## src/hdl/feature_pkg.sv

```systemverilog
// Purpose: shared constants and types for reserved feature negotiation
// Assumes: 64-bit feature vectors, 20 MHz clock
// Notes: bit positions of device-independent reserved features
`default_nettype none
package feature_pkg;
  localparam int unsigned FEAT_W = 64;
  localparam int unsigned NOTIFY_EMPTY_BIT = 24;
  localparam int unsigned ANY_LAYOUT_BIT = 27;
  localparam int unsigned EARLY_BROKEN_BIT = 30;
  localparam int unsigned COMPLIANCE_BIT = 32;
  localparam int unsigned PLATFORM_ACCESS_BIT = 33;
  localparam int unsigned IN_ORDER_BIT = 35;
  localparam int unsigned ORDER_PLATFORM_BIT = 36;
  localparam int unsigned SRIOV_BIT = 37;
  localparam int unsigned ADDR_W = 4;
  // register offsets, one word each
  localparam logic [3:0] OFF_OFFER_LO = 4'h0;
  localparam logic [3:0] OFF_OFFER_HI = 4'h1;
  localparam logic [3:0] OFF_ACCEPT_LO = 4'h2;
  localparam logic [3:0] OFF_ACCEPT_HI = 4'h3;
  localparam logic [3:0] OFF_NEG_LO = 4'h4;
  localparam logic [3:0] OFF_NEG_HI = 4'h5;
  localparam logic [3:0] OFF_CTRL = 4'h6;
  localparam logic [3:0] OFF_STATE = 4'h7;
  localparam logic [3:0] OFF_IRQ_STATUS = 4'h8;
  localparam logic [3:0] OFF_IRQ_ENABLE = 4'h9;
  localparam logic [3:0] OFF_IRQ_CLEAR = 4'ha;
  localparam logic [3:0] OFF_OPTIONS = 4'hb;
  // ctrl bits
  localparam int unsigned CTRL_COMMIT = 0;
  localparam int unsigned CTRL_STRICT_ACCESS = 1;
  localparam int unsigned CTRL_STRICT_ORDER = 2;
  // option bits (software may lower offers it would otherwise make)
  localparam int unsigned OPT_NOTIFY_EMPTY = 0;
  localparam int unsigned OPT_ORDER_PLATFORM = 1;
  // irq bits
  localparam int unsigned IRQ_W = 4;
  localparam int unsigned IRQ_COMMIT = 0;
  localparam int unsigned IRQ_FAILED = 1;
  localparam int unsigned IRQ_EMPTY_NOTIFY = 2;
  localparam int unsigned IRQ_ORDER_ERR = 3;
  localparam logic [31:0] CTRL_RESET = 32'h0000_0000;
  localparam logic [31:0] OPTIONS_RESET = 32'h0000_0003;

  typedef enum {ST_IDLE, ST_RUN, ST_EMULATED, ST_FAILED} neg_state_t;

  typedef struct packed {
    logic wr;
    logic rd;
    logic [ADDR_W-1:0] addr;
    logic [31:0] wdata;
  } reg_req_t;

  typedef struct packed {
    logic compliance;
    logic platform_access;
    logic in_order;
    logic order_platform;
    logic sriov;
    logic notify_empty;
    logic any_layout;
  } neg_flags_t;
endpackage
`default_nettype wire

```

## src/hdl/irq_block.sv

```systemverilog
// Purpose: sticky event status, enable mask, level interrupt
// Assumes: single clock domain
// Notes: a set in the same cycle as a clear wins
`default_nettype none
module irq_block
  import feature_pkg::*;
#(
  parameter int unsigned WIDTH = IRQ_W
) (
  input wire logic clk_in,
  input wire logic reset_in,
  input wire logic enable_in,
  input wire logic [WIDTH-1:0] event_in,
  input wire logic [WIDTH-1:0] clear_in,
  input wire logic enable_wr_in,
  input wire logic [WIDTH-1:0] enable_data_in,
  output logic [WIDTH-1:0] status_out,
  output logic [WIDTH-1:0] mask_out,
  output logic irq_out
);
  initial begin
    if (WIDTH < 1 || WIDTH > 32) $error("irq_block: WIDTH out of range");
  end
  wire logic [WIDTH-1:0] next_status = (status_out & ~clear_in) | event_in;

  always_ff @(posedge clk_in or posedge reset_in) begin
    if (reset_in) begin
      status_out <= '0;
      mask_out <= '0;
    end else if (enable_in) begin
      status_out <= next_status;
      if (enable_wr_in) begin
        mask_out <= enable_data_in;
      end
    end
  end
  assign irq_out = |(status_out & mask_out);
endmodule
`default_nettype wire

```

## src/hdl/order_tracker.sv

```systemverilog
// Purpose: checks that buffers are marked used in availability order
// Assumes: each buffer carries a ring index that wraps at 2^IDX_W
// Notes: only an expected-index counter, no queue storage needed
`default_nettype none
module order_tracker
  import feature_pkg::*;
#(
  parameter int unsigned IDX_W = 16
) (
  input wire logic clk_in,
  input wire logic reset_in,
  input wire logic enable_in,
  input wire logic active_in,
  input wire logic used_valid_in,
  input wire logic [IDX_W-1:0] used_idx_in,
  output logic order_ok_out,
  output logic order_err_out,
  output logic [IDX_W-1:0] expected_out
);
  initial begin
    if (IDX_W < 1 || IDX_W > 32) $error("order_tracker: IDX_W out of range");
  end
  wire logic mismatch = active_in && used_valid_in && (used_idx_in != expected_out);
  assign order_ok_out = !active_in || (used_idx_in == expected_out);

  always_ff @(posedge clk_in or posedge reset_in) begin
    if (reset_in) begin
      expected_out <= '0;
      order_err_out <= 1'b0;
    end else if (enable_in) begin
      order_err_out <= mismatch;
      if (!active_in) begin
        expected_out <= '0;
      end else if (used_valid_in && !mismatch) begin
        expected_out <= expected_out + 1'b1;
      end
    end
  end
endmodule
`default_nettype wire

```

## src/hdl/feature_negotiation.sv

```systemverilog
// Purpose: decides offered reserved features and device policy after negotiation
// Assumes: driver accepted set written by the transport over the register port
// Notes: offer straps are sampled continuously; a commit that passes policy latches the negotiated set
`default_nettype none
////////////////////////////////////////////////////////////////////////////////
// Function
// RULE1 - always offer the compliance feature
// RULE2 - compliance declined: device may stop operating
// RULE3 - offer platform access when translated; else fail (code fails only with CTRL_STRICT_ACCESS set)
// RULE4 - in-order negotiated: use buffers in order
// RULE5 - ordering declined: stop or emulated mode
// RULE6 - add-in PCI card offers access and ordering
// RULE7 - offer SR-IOV only with SR-IOV capability
// RULE8 - notify-on-empty: notify when ring runs empty
// RULE9 - transitional device offers arbitrary layout bit
// RULE10 - transitional driver accepts arbitrary layout bit
// RULE11 - bit 30 is never negotiated
// RULE12 - compliance bit 32, platform access bit 33
// RULE13 - in-order 35, ordering 36, SR-IOV 37
// RULE14 - negotiated means offered and accepted both
module feature_negotiation
  import feature_pkg::*;
#(
  parameter int unsigned IDX_W = 16
) (
  input wire logic clk_in,
  input wire logic reset_in,
  input wire logic clk_en_in,
  input wire logic [ADDR_W-1:0] addr_in,
  input wire logic [31:0] wdata_in,
  input wire logic wr_in,
  input wire logic rd_in,
  output logic [31:0] rdata_out,
  input wire logic transitional_in,
  input wire logic translated_access_in,
  input wire logic pci_addin_card_in,
  input wire logic is_pci_in,
  input wire logic sriov_capability_in,
  input wire logic in_order_support_in,
  input wire logic ring_empty_in,
  input wire logic notify_suppressed_in,
  input wire logic used_valid_in,
  input wire logic [IDX_W-1:0] used_idx_in,
  output logic [FEAT_W-1:0] offered_out,
  output logic [FEAT_W-1:0] negotiated_out,
  output logic device_run_out,
  output logic device_failed_out,
  output logic emulation_mode_out,
  output logic in_order_active_out,
  output logic used_notify_out,
  output logic order_ok_out,
  output logic irq_out
);
  initial begin
    if (IDX_W < 1 || IDX_W > 32) $error("feature_negotiation: IDX_W out of range");
  end

  //////////////////////////////////////////////////////////////////////////////
  // register port
  reg_req_t req;
  assign req = '{wr: wr_in, rd: rd_in, addr: addr_in, wdata: wdata_in};

  logic [FEAT_W-1:0] accepted;
  logic [31:0] ctrl;
  logic [31:0] options;
  neg_state_t state;
  neg_flags_t flags;

  wire logic wr_accept_lo = req.wr && (req.addr == OFF_ACCEPT_LO);
  wire logic wr_accept_hi = req.wr && (req.addr == OFF_ACCEPT_HI);
  wire logic wr_ctrl = req.wr && (req.addr == OFF_CTRL);
  wire logic wr_options = req.wr && (req.addr == OFF_OPTIONS);
  wire logic wr_irq_enable = req.wr && (req.addr == OFF_IRQ_ENABLE);
  wire logic wr_irq_clear = req.wr && (req.addr == OFF_IRQ_CLEAR);
  wire logic commit = wr_ctrl && req.wdata[CTRL_COMMIT];

  //////////////////////////////////////////////////////////////////////////////
  // offered feature vector
  wire logic offer_access = translated_access_in || pci_addin_card_in; // RULE3 RULE6
  wire logic offer_order = options[OPT_ORDER_PLATFORM] || pci_addin_card_in; // RULE6
  wire logic offer_sriov = is_pci_in && sriov_capability_in; // RULE7
  wire logic offer_empty = transitional_in && options[OPT_NOTIFY_EMPTY]; // RULE8

  logic [FEAT_W-1:0] next_offered;
  always_comb begin
    next_offered = '0;
    next_offered[COMPLIANCE_BIT] = 1'b1; // RULE1 RULE12
    next_offered[PLATFORM_ACCESS_BIT] = offer_access; // RULE12
    next_offered[IN_ORDER_BIT] = in_order_support_in; // RULE13
    next_offered[ORDER_PLATFORM_BIT] = offer_order; // RULE13
    next_offered[SRIOV_BIT] = offer_sriov; // RULE13
    next_offered[NOTIFY_EMPTY_BIT] = offer_empty;
    next_offered[ANY_LAYOUT_BIT] = transitional_in; // RULE9
    next_offered[EARLY_BROKEN_BIT] = 1'b0; // RULE11
  end

  // bit 30 masked even if the driver sets it
  wire logic [FEAT_W-1:0] next_negotiated =
    next_offered & accepted & ~(64'h1 << EARLY_BROKEN_BIT); // RULE14 RULE11

  //////////////////////////////////////////////////////////////////////////////
  // policy evaluated at commit
  wire logic miss_compliance = !next_negotiated[COMPLIANCE_BIT]; // RULE2
  wire logic miss_access = next_offered[PLATFORM_ACCESS_BIT]
    && !next_negotiated[PLATFORM_ACCESS_BIT]; // RULE3
  wire logic miss_order = next_offered[ORDER_PLATFORM_BIT]
    && !next_negotiated[ORDER_PLATFORM_BIT]; // RULE5
  // a transitional driver should take this; refusing it is a driver fault
  wire logic miss_layout = next_offered[ANY_LAYOUT_BIT]
    && !next_negotiated[ANY_LAYOUT_BIT]; // RULE10
  wire logic commit_fail = miss_compliance || miss_layout
    || (miss_access && ctrl[CTRL_STRICT_ACCESS])
    || (miss_order && ctrl[CTRL_STRICT_ORDER]); // RULE2 RULE3 RULE5

  neg_state_t next_state;
  always_comb begin
    next_state = state;
    case (state)
      ST_IDLE, ST_RUN, ST_EMULATED: begin
        if (commit) begin
          if (commit_fail) begin
            next_state = ST_FAILED;
          end else if (miss_order) begin
            next_state = ST_EMULATED; // RULE5
          end else begin
            next_state = ST_RUN;
          end
        end
      end
      ST_FAILED: begin
        // stays failed until reset: refuses further service
        next_state = ST_FAILED;
      end
      default: next_state = ST_IDLE;
    endcase
  end

  always_ff @(posedge clk_in or posedge reset_in) begin
    if (reset_in) begin
      accepted <= '0;
      ctrl <= CTRL_RESET;
      options <= OPTIONS_RESET;
      state <= ST_IDLE;
      offered_out <= '0;
      negotiated_out <= '0;
    end else if (clk_en_in) begin
      offered_out <= next_offered;
      state <= next_state;
      if (wr_accept_lo) accepted[31:0] <= req.wdata;
      if (wr_accept_hi) accepted[63:32] <= req.wdata;
      if (wr_ctrl) ctrl <= req.wdata & ~(32'h1 << CTRL_COMMIT);
      if (wr_options) options <= req.wdata;
      if (commit && !commit_fail) negotiated_out <= next_negotiated; // RULE14
    end
  end

  always_comb begin
    flags.compliance = negotiated_out[COMPLIANCE_BIT];
    flags.platform_access = negotiated_out[PLATFORM_ACCESS_BIT];
    flags.in_order = negotiated_out[IN_ORDER_BIT];
    flags.order_platform = negotiated_out[ORDER_PLATFORM_BIT];
    flags.sriov = negotiated_out[SRIOV_BIT];
    flags.notify_empty = negotiated_out[NOTIFY_EMPTY_BIT];
    flags.any_layout = negotiated_out[ANY_LAYOUT_BIT];
  end

  wire logic operating = (state == ST_RUN) || (state == ST_EMULATED);
  assign device_run_out = operating;
  assign device_failed_out = (state == ST_FAILED); // RULE2
  assign emulation_mode_out = (state == ST_EMULATED); // RULE5
  assign in_order_active_out = operating && flags.in_order; // RULE4

  //////////////////////////////////////////////////////////////////////////////
  // ordered use and notify-on-empty
  logic order_err;
  logic [IDX_W-1:0] expected_idx;
  order_tracker #(.IDX_W(IDX_W)) u_order (
    .clk_in(clk_in),
    .reset_in(reset_in),
    .enable_in(clk_en_in),
    .active_in(in_order_active_out), // RULE4
    .used_valid_in(used_valid_in),
    .used_idx_in(used_idx_in),
    .order_ok_out(order_ok_out),
    .order_err_out(order_err),
    .expected_out(expected_idx)
  );

  logic empty_q;
  wire logic empty_rise = ring_empty_in && !empty_q;
  // suppression is overridden when the feature is in force
  wire logic next_notify = operating && empty_rise
    && (flags.notify_empty || !notify_suppressed_in); // RULE8

  always_ff @(posedge clk_in or posedge reset_in) begin
    if (reset_in) begin
      empty_q <= 1'b0;
      used_notify_out <= 1'b0;
    end else if (clk_en_in) begin
      empty_q <= ring_empty_in;
      used_notify_out <= next_notify;
    end
  end

  //////////////////////////////////////////////////////////////////////////////
  // interrupts
  logic [IRQ_W-1:0] irq_events;
  logic [IRQ_W-1:0] irq_status;
  logic [IRQ_W-1:0] irq_mask;
  always_comb begin
    irq_events = '0;
    irq_events[IRQ_COMMIT] = commit && !commit_fail;
    irq_events[IRQ_FAILED] = commit && commit_fail;
    irq_events[IRQ_EMPTY_NOTIFY] = next_notify;
    irq_events[IRQ_ORDER_ERR] = order_err;
  end

  irq_block #(.WIDTH(IRQ_W)) u_irq (
    .clk_in(clk_in),
    .reset_in(reset_in),
    .enable_in(clk_en_in),
    .event_in(irq_events),
    .clear_in(wr_irq_clear ? req.wdata[IRQ_W-1:0] : {IRQ_W{1'b0}}),
    .enable_wr_in(wr_irq_enable),
    .enable_data_in(req.wdata[IRQ_W-1:0]),
    .status_out(irq_status),
    .mask_out(irq_mask),
    .irq_out(irq_out)
  );

  //////////////////////////////////////////////////////////////////////////////
  // read data, one cycle after the strobe
  wire logic [31:0] state_word = {{(32 - IDX_W){1'b0}}, expected_idx} << 8
    | {28'h0, device_failed_out, emulation_mode_out, device_run_out, in_order_active_out};
  logic [31:0] next_rdata;
  always_comb begin
    if (!req.rd) next_rdata = 32'h0;
    else if (req.addr == OFF_OFFER_LO) next_rdata = offered_out[31:0];
    else if (req.addr == OFF_OFFER_HI) next_rdata = offered_out[63:32];
    else if (req.addr == OFF_ACCEPT_LO) next_rdata = accepted[31:0];
    else if (req.addr == OFF_ACCEPT_HI) next_rdata = accepted[63:32];
    else if (req.addr == OFF_NEG_LO) next_rdata = negotiated_out[31:0];
    else if (req.addr == OFF_NEG_HI) next_rdata = negotiated_out[63:32];
    else if (req.addr == OFF_CTRL) next_rdata = ctrl;
    else if (req.addr == OFF_STATE) next_rdata = state_word;
    else if (req.addr == OFF_IRQ_STATUS) next_rdata = {{(32 - IRQ_W){1'b0}}, irq_status};
    else if (req.addr == OFF_IRQ_ENABLE) next_rdata = {{(32 - IRQ_W){1'b0}}, irq_mask};
    else if (req.addr == OFF_OPTIONS) next_rdata = options;
    else next_rdata = 32'h0;
  end

  always_ff @(posedge clk_in or posedge reset_in) begin
    if (reset_in) begin
      rdata_out <= 32'h0;
    end else if (clk_en_in) begin
      rdata_out <= next_rdata;
    end
  end
endmodule
`default_nettype wire

```

## config.mk

```make
export PLATFORM = sky130hd
export DESIGN_NAME = feature_negotiation
export DESIGN_NICKNAME = d
export VERILOG_FILES = /design/src/hdl/feature_pkg.sv /design/src/hdl/irq_block.sv /design/src/hdl/order_tracker.sv /design/src/hdl/feature_negotiation.sv
export SDC_FILE = /design/constraint.sdc
export NUM_CORES = 1
export LEC_CHECK = 0
export BUFFER_PORTS_ARGS = -buffer_cell sky130_fd_sc_hd__buf_2
export CORE_MARGIN = 2
export CORE_UTILIZATION = 50
export CTS_CLUSTER_DIAMETER = 80
export DETAILED_ROUTE_END_ITERATION = 8
export PLACE_DENSITY = 0.76
export SLEW_MARGIN = 10
export SYNTH_ARGS = -nofsm -noshare
export SYNTH_HDL_FRONTEND = slang
export SYNTH_SLANG_ARGS = --single-unit
```

## constraint.sdc

```tcl
create_clock -name clk_in -period 6.5 [get_ports clk_in]
set_clock_uncertainty 0.1 [all_clocks]
set_input_delay 1.3 -clock clk_in [delete_from_list [all_inputs] [get_ports clk_in]]
set_output_delay 1.3 -clock clk_in [all_outputs]
set_load 0.005 [all_outputs]
```

==> impl_results.md, run 1 <==
- Max Fclk: 0.260 GHz
- Critical path buffers and inverters: 3
- Number of nets with antenna violations after routing: 0
- Vias in the first global route: 7254
- Iter 0 DRT Violations: 643
- DRT Wirelength: 25500 um
- Leading cell type in the layout, fill and taps excluded: dfrtp_1
- Critical-path cell list: buf_2 > xor2_1 > nor4_1 > nand4_1 > buf_4 > nand2_1 > buf_2
- WL met3: 2290 um
- Dpl cells: 1295
- Hold WC Path Type: flip-flop to flip-flop
- Pwr/cell area: 285 mW/mm^2
- CTS tree: done
- Commonest cells after routing, fill and taps aside: dfrtp_1, mux2_2, buf_2, conb_1, nand2_1
- Post-CTS setup buffer count: 0
- # H-tree levels: 1
- Psw: 0.807 mW
- Min Tclk post-route: 3.84 ns
- Diode count: 0
- Synth Instances: 955
- Outcome: finished clean
- Via-per-instance ratio: 5.73
- Leakage: 5.45 nW
- Final #Nets: 1118
- Routed vias: 7641
- Pre-Repair DR Iteration Count: 5
- Crit share post-route: 0.591
- Worst Path Max Fanout: 29
- Die Width: 149 um
- GPL Wtd Cong: 0.861
- Clock Pin Slew Worst Setup and Hold Paths: 0.06 ns
- CTS max path bufs: 3
- Final setup TNS: 0 ns
- Post-synth EDFFs: 0
- Post_cts resized: 0
- Metal2 WL: 11900 um
- Worst setup EP type: output pin
- Most common cell on crit path: buf_2
- First-pass GRT wire length: 40000 um
- Async SR Flop Fraction: 1.00
- FILL cells: 1712
- Worst slew pin tran: 1.08 ns
- Share of post-route cells with drive strength above 1: 0.284
- Multi-input gate area: 0.00464 sq mm
- Global route overflow: 0
- Num rows: 52
- Largest net degree at the start of global routing: 186
- Setup Viol. Count Final: 0
- Synth cell types: 63
- Clk_lat worst skew: 0.51 ns
- M1 WL: 10700 um
- Post-route DRC: 0
- Initial Util: 0.514
- Unrepaired setup endpoints after global routing: no
- Final HPWL DP: 17000 um
- # hold bufs at CTS: 0
- Post-synthesis instance area: 0.0105 sq mm
- Relative slew slack: 0.274
- Num CTS Buffers: 22
- Routed WL per cell: 19.1 um
- Die Area: 0.0221 sq mm
- Max Cap Viol: 0
- Switching portion of total power: 0.243
- Largest stage delay, worst path: 0.30 ns
- Clock share of power: 0.422
- Sequential area share after synthesis: 0.483
- CP startpoint kind: primary input
- Crit path max-delay family: simple AND/OR/NAND/NOR gates
- Syn_area_per_cell: 11.0 sq um
- Max layer used: met4
- Area growth, synth to finish: 11.3%
- CP arrival: 2.44 ns
- Crit Path Category: primary input to output pin
- Synth Warn #: 0
- Register area: 0.00506 sq mm
- Input/output buffers: 118
- Boundary Pins: 233
- Hold Violations, Final: 0
- Ys flop type: dfrtp_1
- GRT Resource Usage Total: 0.227
- Seq cells post-synth: 202
- Worst path required time: 5.10 ns
- CTS Sinks: 202
- Initial antenna violation count: 0
- VDD IR-drop max: 0.000273 V
- Sequential share of power: 0.463
- Fin cells: 1334
- Critical path's slowest cell: nor4_1
- CTS root buf: clkbuf_16
- Int Power: 2.51 mW
- Max-slew violations: 0
- Chip height: 149 um
- Core Region: 0.0204 sq mm
- Gate power share: 0.115
-- final cells by class --
class	instances	area share
clock inverters	10	0.0159
flip-flops and latches	202	0.434
well taps	270	0.0290
inverters	21	0.00709
clock buffers	29	0.0548
repair buffers	133	0.0614
multi-input cells	669	0.398
-- sequential cells by signal, summed over array words and instances (netlist names) --
signal                 cells
options                   32
u_irq.status_out           4
u_irq.mask_out             4
negotiated_out             7
u_order.order_err_out      1
accepted                  64
rdata_out                 32
state                      2
empty_q                    1
ctrl                      31
used_notify_out            1
u_order.expected_out      16
offered_out                7
-- routing by layer --
metal  global-route usage  up-vias
met5                    0        -
met4               0.0490        0
met3               0.0405       44
met2                0.369      385
met1                0.322     3797
li1                     -     3415
-- Yosys cell counts (4+ instances only) --
cell type,count,area share
nor2_1,33,0.012
o21ai_0,52,0.025
inv_1,20,0.0072
nor4_1,6,0.0036
buf_2,20,0.0096
nor2b_1,5,0.0030
o221ai_1,6,0.0050
mux2i_1,8,0.0076
nand4_1,4,0.0024
nor3_1,6,0.0029
nand3_1,23,0.011
a221oi_1,4,0.0033
mux2_2,121,0.13
dfrtp_1,200,0.48
a211oi_1,32,0.023
o211ai_1,6,0.0043
a22o_1,18,0.015
buf_1,6,0.0022
clkbuf_1,33,0.012
mux2_1,12,0.013
a211o_1,4,0.0033
and3_1,5,0.0030
a222oi_1,8,0.0076
o2bb2ai_1,27,0.023
o31ai_1,5,0.0036
buf_4,114,0.082
a21oi_1,21,0.010
nand2b_1,12,0.0072
xor2_1,16,0.013
or4_1,8,0.0057
nand2_1,65,0.023
-- through the flow --
step	hold WS, ns	util	instance area [sq um]	setup slack, ns	power (mW)
after floorplan	0.350	-	10900	2.49	1.85
after global placement	0.367	0.532	10800	2.31	1.91
after detailed placement	0.368	0.532	10800	2.25	1.94
after CTS	0.384	0.572	11700	2.64	3.34
after global routing	0.396	0.572	11700	2.47	3.46
final	0.380	0.572	11700	2.66	3.32
-- worst paths after layout --
check,start,to,slack [ns],cells past startpoint
setup / recovery,used_idx_in[11],order_ok_out,2.66,7
hold / removal,rdata_out[10],rdata_out[10],0.38,1
setup reg to reg,state[0],u_order.expected_out[15],3.97,8
hold reg to reg,rdata_out[10],rdata_out[10],0.38,1
max in group asynchronous,reset_in,ctrl[2],4.26,3
min in group asynchronous,reset_in,rdata_out[13],0.69,2
-- power by group through the flow --
| stage | clock network, mW | registers, mW | logic [mW] |
|---|---|---|---|
| 6_report | 1.40 | 1.54 | 0.381 |
| 5_1_grt | 1.48 | 1.56 | 0.422 |
| 4_1_cts | 1.42 | 1.54 | 0.382 |
| 3_5_place_dp | 0 | 1.56 | 0.380 |
| 3_3_place_gp | 0 | 1.55 | 0.367 |
| 2_1_floorplan | 0 | 1.53 | 0.324 |
-- cells by family after synthesis --
group / Yosys count / share of synthesized area
AO/OA/AOI/OAI: 211 / 0.144
XOR/XNOR: 16 / 0.0134
adder cells (fa/ha/maj): 3 / 0.00359
buffers and inverters: 197 / 0.116
flip-flops: 202 / 0.483
multiplexers: 141 / 0.151
other: 1 / 0.000358
AND/OR/NAND/NOR: 184 / 0.0893
-- worst reg2reg max path, cell delays in order (launching register included) --
cell,delay [ns]
dfrtp_1,0.36
inv_1,0.07
ha_1,0.37
nor2b_1,0.14
buf_4,0.22
nand2_1,0.25
or4_1,0.59
o41ai_1,0.22
nand2b_1,0.15
No activity file was read; power rests on OpenSTA's default activity.
==> run 2: changes to the inputs <==
--- a/config.mk
+++ b/config.mk
@@ -7,10 +7,10 @@
 export LEC_CHECK = 0
 export BUFFER_PORTS_ARGS = -buffer_cell sky130_fd_sc_hd__buf_2
 export CORE_MARGIN = 2
-export CORE_UTILIZATION = 50
+export CORE_UTILIZATION = 55
 export CTS_CLUSTER_DIAMETER = 80
 export DETAILED_ROUTE_END_ITERATION = 8
-export PLACE_DENSITY = 0.76
+export PLACE_DENSITY = 0.8
 export SLEW_MARGIN = 10
 export SYNTH_ARGS = -nofsm -noshare
 export SYNTH_HDL_FRONTEND = slang
==> constraint.sdc (replaced) <==
create_clock -name clk_in -period 3.7 [get_ports clk_in]
set_clock_uncertainty 0.1 [all_clocks]
set_input_delay 0.74 -clock clk_in [delete_from_list [all_inputs] [get_ports clk_in]]
set_output_delay 0.74 -clock clk_in [all_outputs]
set_load 0.005 [all_outputs]
==> run 2 against run 1 <==
First-iteration DRC count up 39%. Die area down 8.9%. Core utilization increased by 5.6 points. Sequential power is 76% higher. Global-route usage is 3.9 points higher. Sequential share of layout area shrank 0.37 points. Register-to-register slack worse by 2.7 ns. Clock power up 79%. Hold slack lost 0.082 ns. Worst setup slack lost 2.0 ns. Non-clock buffer count rose by 15. Critical path type is now flip-flop to output pin. Highest routed layer unchanged.
==> impl_results.md, run 2 (synthesized netlist as in run 1, its figures left out) <==
- Worst Slack Setup Final: 0.704 ns (-1.95 ns)
- Reg with most FFs: accepted
- Outcome: finished clean
- Max reg flops: 64 (unchanged)
- Boundary Pins: 233 (unchanged)
- CTS root buf: clkbuf_16
- Pre-Repair DR Iteration Count: 6 (+1)
- Num rows: 50 (-3.8%)
- Max Cap Viol: 0 (unchanged)
- Global route overflow: 0 (unchanged)
- GRT Resource Usage Total: 0.267 (+0.0393)
- Routed vias: 7899 (+3.4%)
- Leading cell type in the layout, fill and taps excluded: dfrtp_1
- Relative slew slack: 0.394 (+0.120)
- DRT Wirelength: 26900 um (+5.6%)
- Reg2reg path depth: 8 (unchanged)
- Hold Violations, Final: 0 (unchanged)
- Post_cts resized: 0 (unchanged)
- Critical-path cell list: xor2_1 > nor4_1 > nand4_1 > buf_4 > nand2_1 > buf_2
- Post-route DRC: 0 (unchanged)
- Clock Pin Slew Worst Setup and Hold Paths: 0.06 ns (about the same)
- Largest stage delay, worst path: 0.47 ns (+0.17 ns)
- # hold bufs at CTS: 0 (unchanged)
- Largest net degree at the start of global routing: 49 (-74%)
- Core Region: 0.0187 sq mm (-8.1%)
- Area growth, synth to finish: 12.2%
- Diode count: 0 (unchanged)
- Final setup TNS: 0 ns (unchanged)
- Fin util: 0.628 (+0.0560)
- Number of nets with antenna violations after routing: 0 (unchanged)
- Final #Nets: 1133 (+1.3%)
- Dpl cells: 1274 (-1.6%)
- Fin cells: 1313 (-1.6%)
- Input/output buffers: 118 (unchanged)
- Share of post-route cells with drive strength above 1: 0.294 (+0.00996)
- Min Tclk post-route: 3.00 ns
- Vias in the first global route: 7801 (+7.5%)
- CP arrival: 2.16 ns (-0.28 ns)
- Placed Area: 0.0109 sq mm (+0.86%)
- Initial antenna violation count: 0 (unchanged)
- Biggest regs: accepted: 64 flops, options: 32 flops, rdata_out: 32 flops
- Iter 0 DRT Violations: 891 (+39%)
- Chip height: 142 um (-4.5%)
- First-pass GRT wire length: 42500 um (+6.1%)
- Worst r2r dst: u_order.expected_out[15]
- Worst setup EP type: output pin
- Hold Slack: 0.298 ns (-0.0817 ns)
- Max Fclk: 0.334 GHz
- Clk_lat worst skew: 0.52 ns (about the same)
- Commonest cells after routing, fill and taps aside: dfrtp_1, mux2_2, buf_2, conb_1, nand2_1
- GPL Wtd Cong: 0.867 (+0.69%)
- Crit share post-route: 0.810
- Routed WL per cell: 20.5 um (+7.3%)
- Pwr/cell area: 503 mW/mm^2 (+77%)
- CTS max path bufs: 3 (unchanged)
- Die Width: 142 um (-4.5%)
- Worst Setup SP: u_order.expected_out[13]
- Post-CTS setup buffer count: 0 (unchanged)
- Worst Path Max Fanout: 29 (unchanged)
- Critical path endpoint: order_ok_out
- Num CTS Buffers: 22 (unchanged)
- Hold WC Path Type: primary input to async pin
- Max-slew violations: 0 (unchanged)
- Final Cell Area: 0.0118 sq mm (+0.85%)
- Critical path's slowest cell: dfrtp_1
- Die Area: 0.0202 sq mm (-8.9%)
- VDD IR-drop max: 0.000420 V (+54%)
- Worst path required time: 2.86 ns (-2.24 ns)
- Initial Util: 0.560 (+0.0456)
- Reg-to-Reg Start: state[0]
- # H-tree levels: 1 (unchanged)
- Unrepaired setup endpoints after global routing: no
- Setup Viol. Count Final: 0 (unchanged)
- PnR Total Power: 5.91 mW (+78%)
- Final HPWL DP: 17900 um (+5.1%)
- Worst slew pin tran: 0.909 ns (-0.171 ns)
- R2R setup slack: 1.23 ns (-2.74 ns)
- Crit Path Category: flip-flop to output pin
- Via-per-instance ratio: 6.02 (+5.0%)
- CTS Sinks: 202 (unchanged)
- Place WS: 0.793 ns (-1.46 ns)
- CTS tree: done
- CP startpoint kind: flip-flop
- Leakage: 5.53 nW (+1.5%)
==> run 2: worst max-delay path, delay by kind of cell (launching register included) <==
| family | cells | cell delay [ns] |
|---|---|---|
| DFF | 1 | 0.47 |
| and+or+nand+nor | 3 | 0.58 |
| buffers and inverters | 2 | 0.39 |
| xor gates and xnor gates | 1 | 0.20 |
==> run 2: power breakdown <==
| group | internal [mW] | leakage [nW] | total [mW] | switching (mW) |
|---|---|---|---|---|
| clock network | 1.58 | 0.399 | 2.51 | 0.931 |
| logic | 0.338 | 2.51 | 0.689 | 0.350 |
| registers | 2.52 | 2.62 | 2.71 | 0.192 |
==> run 2: layout make-up <==
type	instances	area [sq um]
fill	1483	6950
sequential	202	5060
multi-input combinational	669	4640
timing repair buffer	148	853
clock buffer	27	599
tap	234	293
clock inverter	12	230
inverter	21	82.6
==> run 2: worst min path at each step <==
stage	to	cells past startpoint	start	slack, ns
after floorplan	accepted[1]	1	accepted[1]	0.35
after CTS	options[3]	2	reset_in	0.29
after global routing	accepted[11]	2	reset_in	0.34
after global placement	rdata_out[15]	1	rdata_out[15]	0.37
after detailed placement	rdata_out[16]	1	rdata_out[16]	0.37
final	accepted[11]	2	reset_in	0.30
==> run 2: routing by layer <==
metal  vias to the layer above  track usage  wire (um)
met5                         -            0          0
met4                         0       0.0816        698
met3                        56       0.0353       2310
met2                       422        0.442      13200
met1                      3970        0.369      10700
li1                       3451            -          -
==> run 3: changes to the inputs <==
--- a/config.mk
+++ b/config.mk
@@ -7,10 +7,10 @@
 export LEC_CHECK = 0
 export BUFFER_PORTS_ARGS = -buffer_cell sky130_fd_sc_hd__buf_2
 export CORE_MARGIN = 2
-export CORE_UTILIZATION = 55
+export CORE_UTILIZATION = 50
 export CTS_CLUSTER_DIAMETER = 80
 export DETAILED_ROUTE_END_ITERATION = 8
-export PLACE_DENSITY = 0.8
+export PLACE_DENSITY = 0.76
 export SLEW_MARGIN = 10
 export SYNTH_ARGS = -nofsm -noshare
 export SYNTH_HDL_FRONTEND = slang
==> constraint.sdc (replaced) <==
create_clock -name clk_in -period 2.6 [get_ports clk_in]
set_clock_uncertainty 0.1 [all_clocks]
set_input_delay 0.52 -clock clk_in [delete_from_list [all_inputs] [get_ports clk_in]]
set_output_delay 0.52 -clock clk_in [all_outputs]
set_load 0.005 [all_outputs]
==> run 3 against run 2 <==
Combinational power rose by 45%. First-iteration DRC count fell by 30%. Core utilization fell by 2.9 points. Sequential power rose by 42%. Hold slack got worse by 0.23 ns.
==> impl_results.md, run 3 (synthesized netlist as in run 1, its figures left out) <==
- Outcome: finished clean
- Chip height: 149 um (+4.7%)
- Boundary Pins: 233 (unchanged)
- Max layer used: met4
- Routed vias: 8008 (+1.4%)
- Final #Nets: 1170 (+3.3%)
- GRT Resource Usage Total: 0.239 (-0.0278)
- Min Tclk post-route: 2.57 ns
- Clock Pin Slew Worst Setup and Hold Paths: 0.06 ns (about the same)
- Iter 0 DRT Violations: 622 (-30%)
- Worst r2r dst: u_order.expected_out[15]
- Dpl cells: 1326 (+4.1%)
- Biggest regs: accepted: 64 flops, options: 32 flops, rdata_out: 32 flops
- Worst Path Max Fanout: 11 (-62%)
- Input/output buffers: 118 (unchanged)
- Placed Area: 0.0111 sq mm (+1.6%)
- Global route overflow: 0 (unchanged)
- Commonest cells after routing, fill and taps aside: dfrtp_1, mux2_2, buf_2, conb_1, nand2_1
- Most common cell on crit path: buf_6
- Setup Viol. Count Final: 0 (unchanged)
- Initial Util: 0.514 (-0.0456)
- Critical-path cell list: inv_1 > ha_1 > nor2b_1 > buf_6 > nand2_4 > buf_6
- Pre-Repair DR Iteration Count: 6 (unchanged)
- Reg2reg path depth: 10 (+2)
- Clk_lat worst skew: 0.50 ns (-0.02 ns)
- Metal2 WL: 12700 um (-3.5%)
- CTS max path bufs: 3 (unchanged)
- Share of post-route cells with drive strength above 1: 0.337 (+0.0428)
- GPL Wtd Cong: 0.887 (+2.3%)
- Core Region: 0.0204 sq mm (+8.9%)
- Reg with most FFs: accepted
- Diode count: 0 (unchanged)
- Relative slew slack: 0.622 (+0.228)
- Vias in the first global route: 7841 (+0.51%)
- CTS tree: done
- Pwr/cell area: 704 mW/mm^2 (+40%)
- Fin cells: 1387 (+5.6%)
- Post-route DRC: 0 (unchanged)
- Num rows: 52 (+4.0%)
- Hold WC Path Type: primary input to async pin
- Max reg flops: 64 (unchanged)
- Largest net degree at the start of global routing: 101 (+110%)
- Worst Slack Setup Final: 0.0305 ns (-0.674 ns)
- Number of nets with antenna violations after routing: 0 (unchanged)
- VDD IR-drop max: 0.000519 V (+23%)
- Worst setup EP type: output pin
- CTS root buf: clkbuf_16
- Leakage: 5.74 nW (+3.8%)
- FILL cells: 1675 (+13%)
- First-pass GRT wire length: 41800 um (-1.6%)
- Die Width: 149 um (+4.7%)
- Crit Path Category: flip-flop to output pin
- Worst slew pin tran: 0.567 ns (-0.342 ns)
- Worst path required time: 1.98 ns (-0.88 ns)
- Place WS: 0.271 ns (-0.522 ns)
- Critical path's slowest cell: ha_1
- Hold Violations, Final: 0 (unchanged)
- Via-per-instance ratio: 5.77 (-4.0%)
- WL met3: 2120 um (-8.0%)
- Unrepaired setup endpoints after global routing: yes
- Area growth, synth to finish: 16.6%
- Initial antenna violation count: 0 (unchanged)
- R2R setup slack: 0.12 ns (-1.11 ns)
- Largest stage delay, worst path: 0.40 ns (-0.07 ns)
- CTS Sinks: 202 (unchanged)
- # hold bufs at CTS: 0 (unchanged)
- CP startpoint kind: flip-flop
- Max Fclk: 0.389 GHz
- Crit share post-route: 0.988
- CP arrival: 1.95 ns (-0.21 ns)
- Final Cell Area: 0.0122 sq mm (+3.9%)
- M1 WL: 11300 um (+5.2%)
- Max Cap Viol: 0 (unchanged)
- Max-slew violations: 0 (unchanged)
- Final HPWL DP: 18400 um (+3.2%)
- Reg-to-Reg Start: u_order.expected_out[4]
- Routed WL per cell: 19.5 um (-4.9%)
- Num CTS Buffers: 23 (+4.5%)
- Die Area: 0.0221 sq mm (+9.7%)
- # H-tree levels: 1 (unchanged)
- Leading cell type in the layout, fill and taps excluded: dfrtp_1
- DRT Wirelength: 27000 um (+0.46%)
==> run 3: changes by cell type in the layout (fill, tap and decap cells not counted), sizes merged <==
cell	change
clkbuf	+2
buf	+36
clkinvlp	-2
clkinv	+1
bufinv	+1
==> run 3: stage by stage <==
step / power [mW] / setup TNS [ns] / hold slack, ns / util
CTS: 8.62 / 0 / 0.0953 / 0.594
global route: 8.91 / -0.104 / 0.113 / 0.600
global placement: 4.82 / 0 / 0.364 / 0.545
detailed placement: 4.88 / 0 / 0.368 / 0.545
floorplan: 4.63 / -126.94 / 0.350 / -
finish: 8.60 / 0 / 0.0640 / 0.600
==> run 3: critical path, delay by kind of cell, from the launching register on <==
family | cells | cell delay, ns
fa+ha+maj | 1 | 0.40
flops | 1 | 0.35
buf+inv | 3 | 0.39
simple gates | 2 | 0.31
==> run 3: per-layer routing <==
metal  track usage  vias up
met5             0        -
met4        0.0924        0
met3        0.0325       82
met2         0.384      424
met1         0.332     3988
li1              -     3514
==> run 3: worst max path at each step <==
stage | from | endpoint | cells after the start
global route | u_order.expected_out[4] | order_ok_out | 6
floorplan | reset_in | accepted[0] | 1
global placement | used_idx_in[11] | u_order.expected_out[14] | 7
finish | state[0] | order_ok_out | 6
detailed placement | used_idx_in[13] | u_order.expected_out[14] | 7
CTS | state[0] | order_ok_out | 6
==> run 3: cell type report <==
type / instances / area, sq um / area share
clock inverters: 12 / 239 / 0.0196
repair buffers: 184 / 1150 / 0.0942
multi-input cells: 669 / 4680 / 0.383
well taps: 270 / 338 / 0.0277
flip-flops and latches: 202 / 5070 / 0.416
clock buffers: 29 / 648 / 0.0531
inverters: 21 / 82.6 / 0.00676
==> run 3: what timing repair did <==
action | 4_1_cts | 5_1_grt
pin swaps | 3 | 6
gates cloned | 1 | 0
setup buffers | 10 | 10
resized for setup | 14 | 10
endpoints found under the setup margin | 1 | 13
==> run 3: power by group <==
part / internal (mW) / leakage [nW] / switching [mW]
Clock: 2.45 / 0.440 / 1.30
Sequential: 3.59 / 2.60 / 0.258
Combinational: 0.496 / 2.71 / 0.503
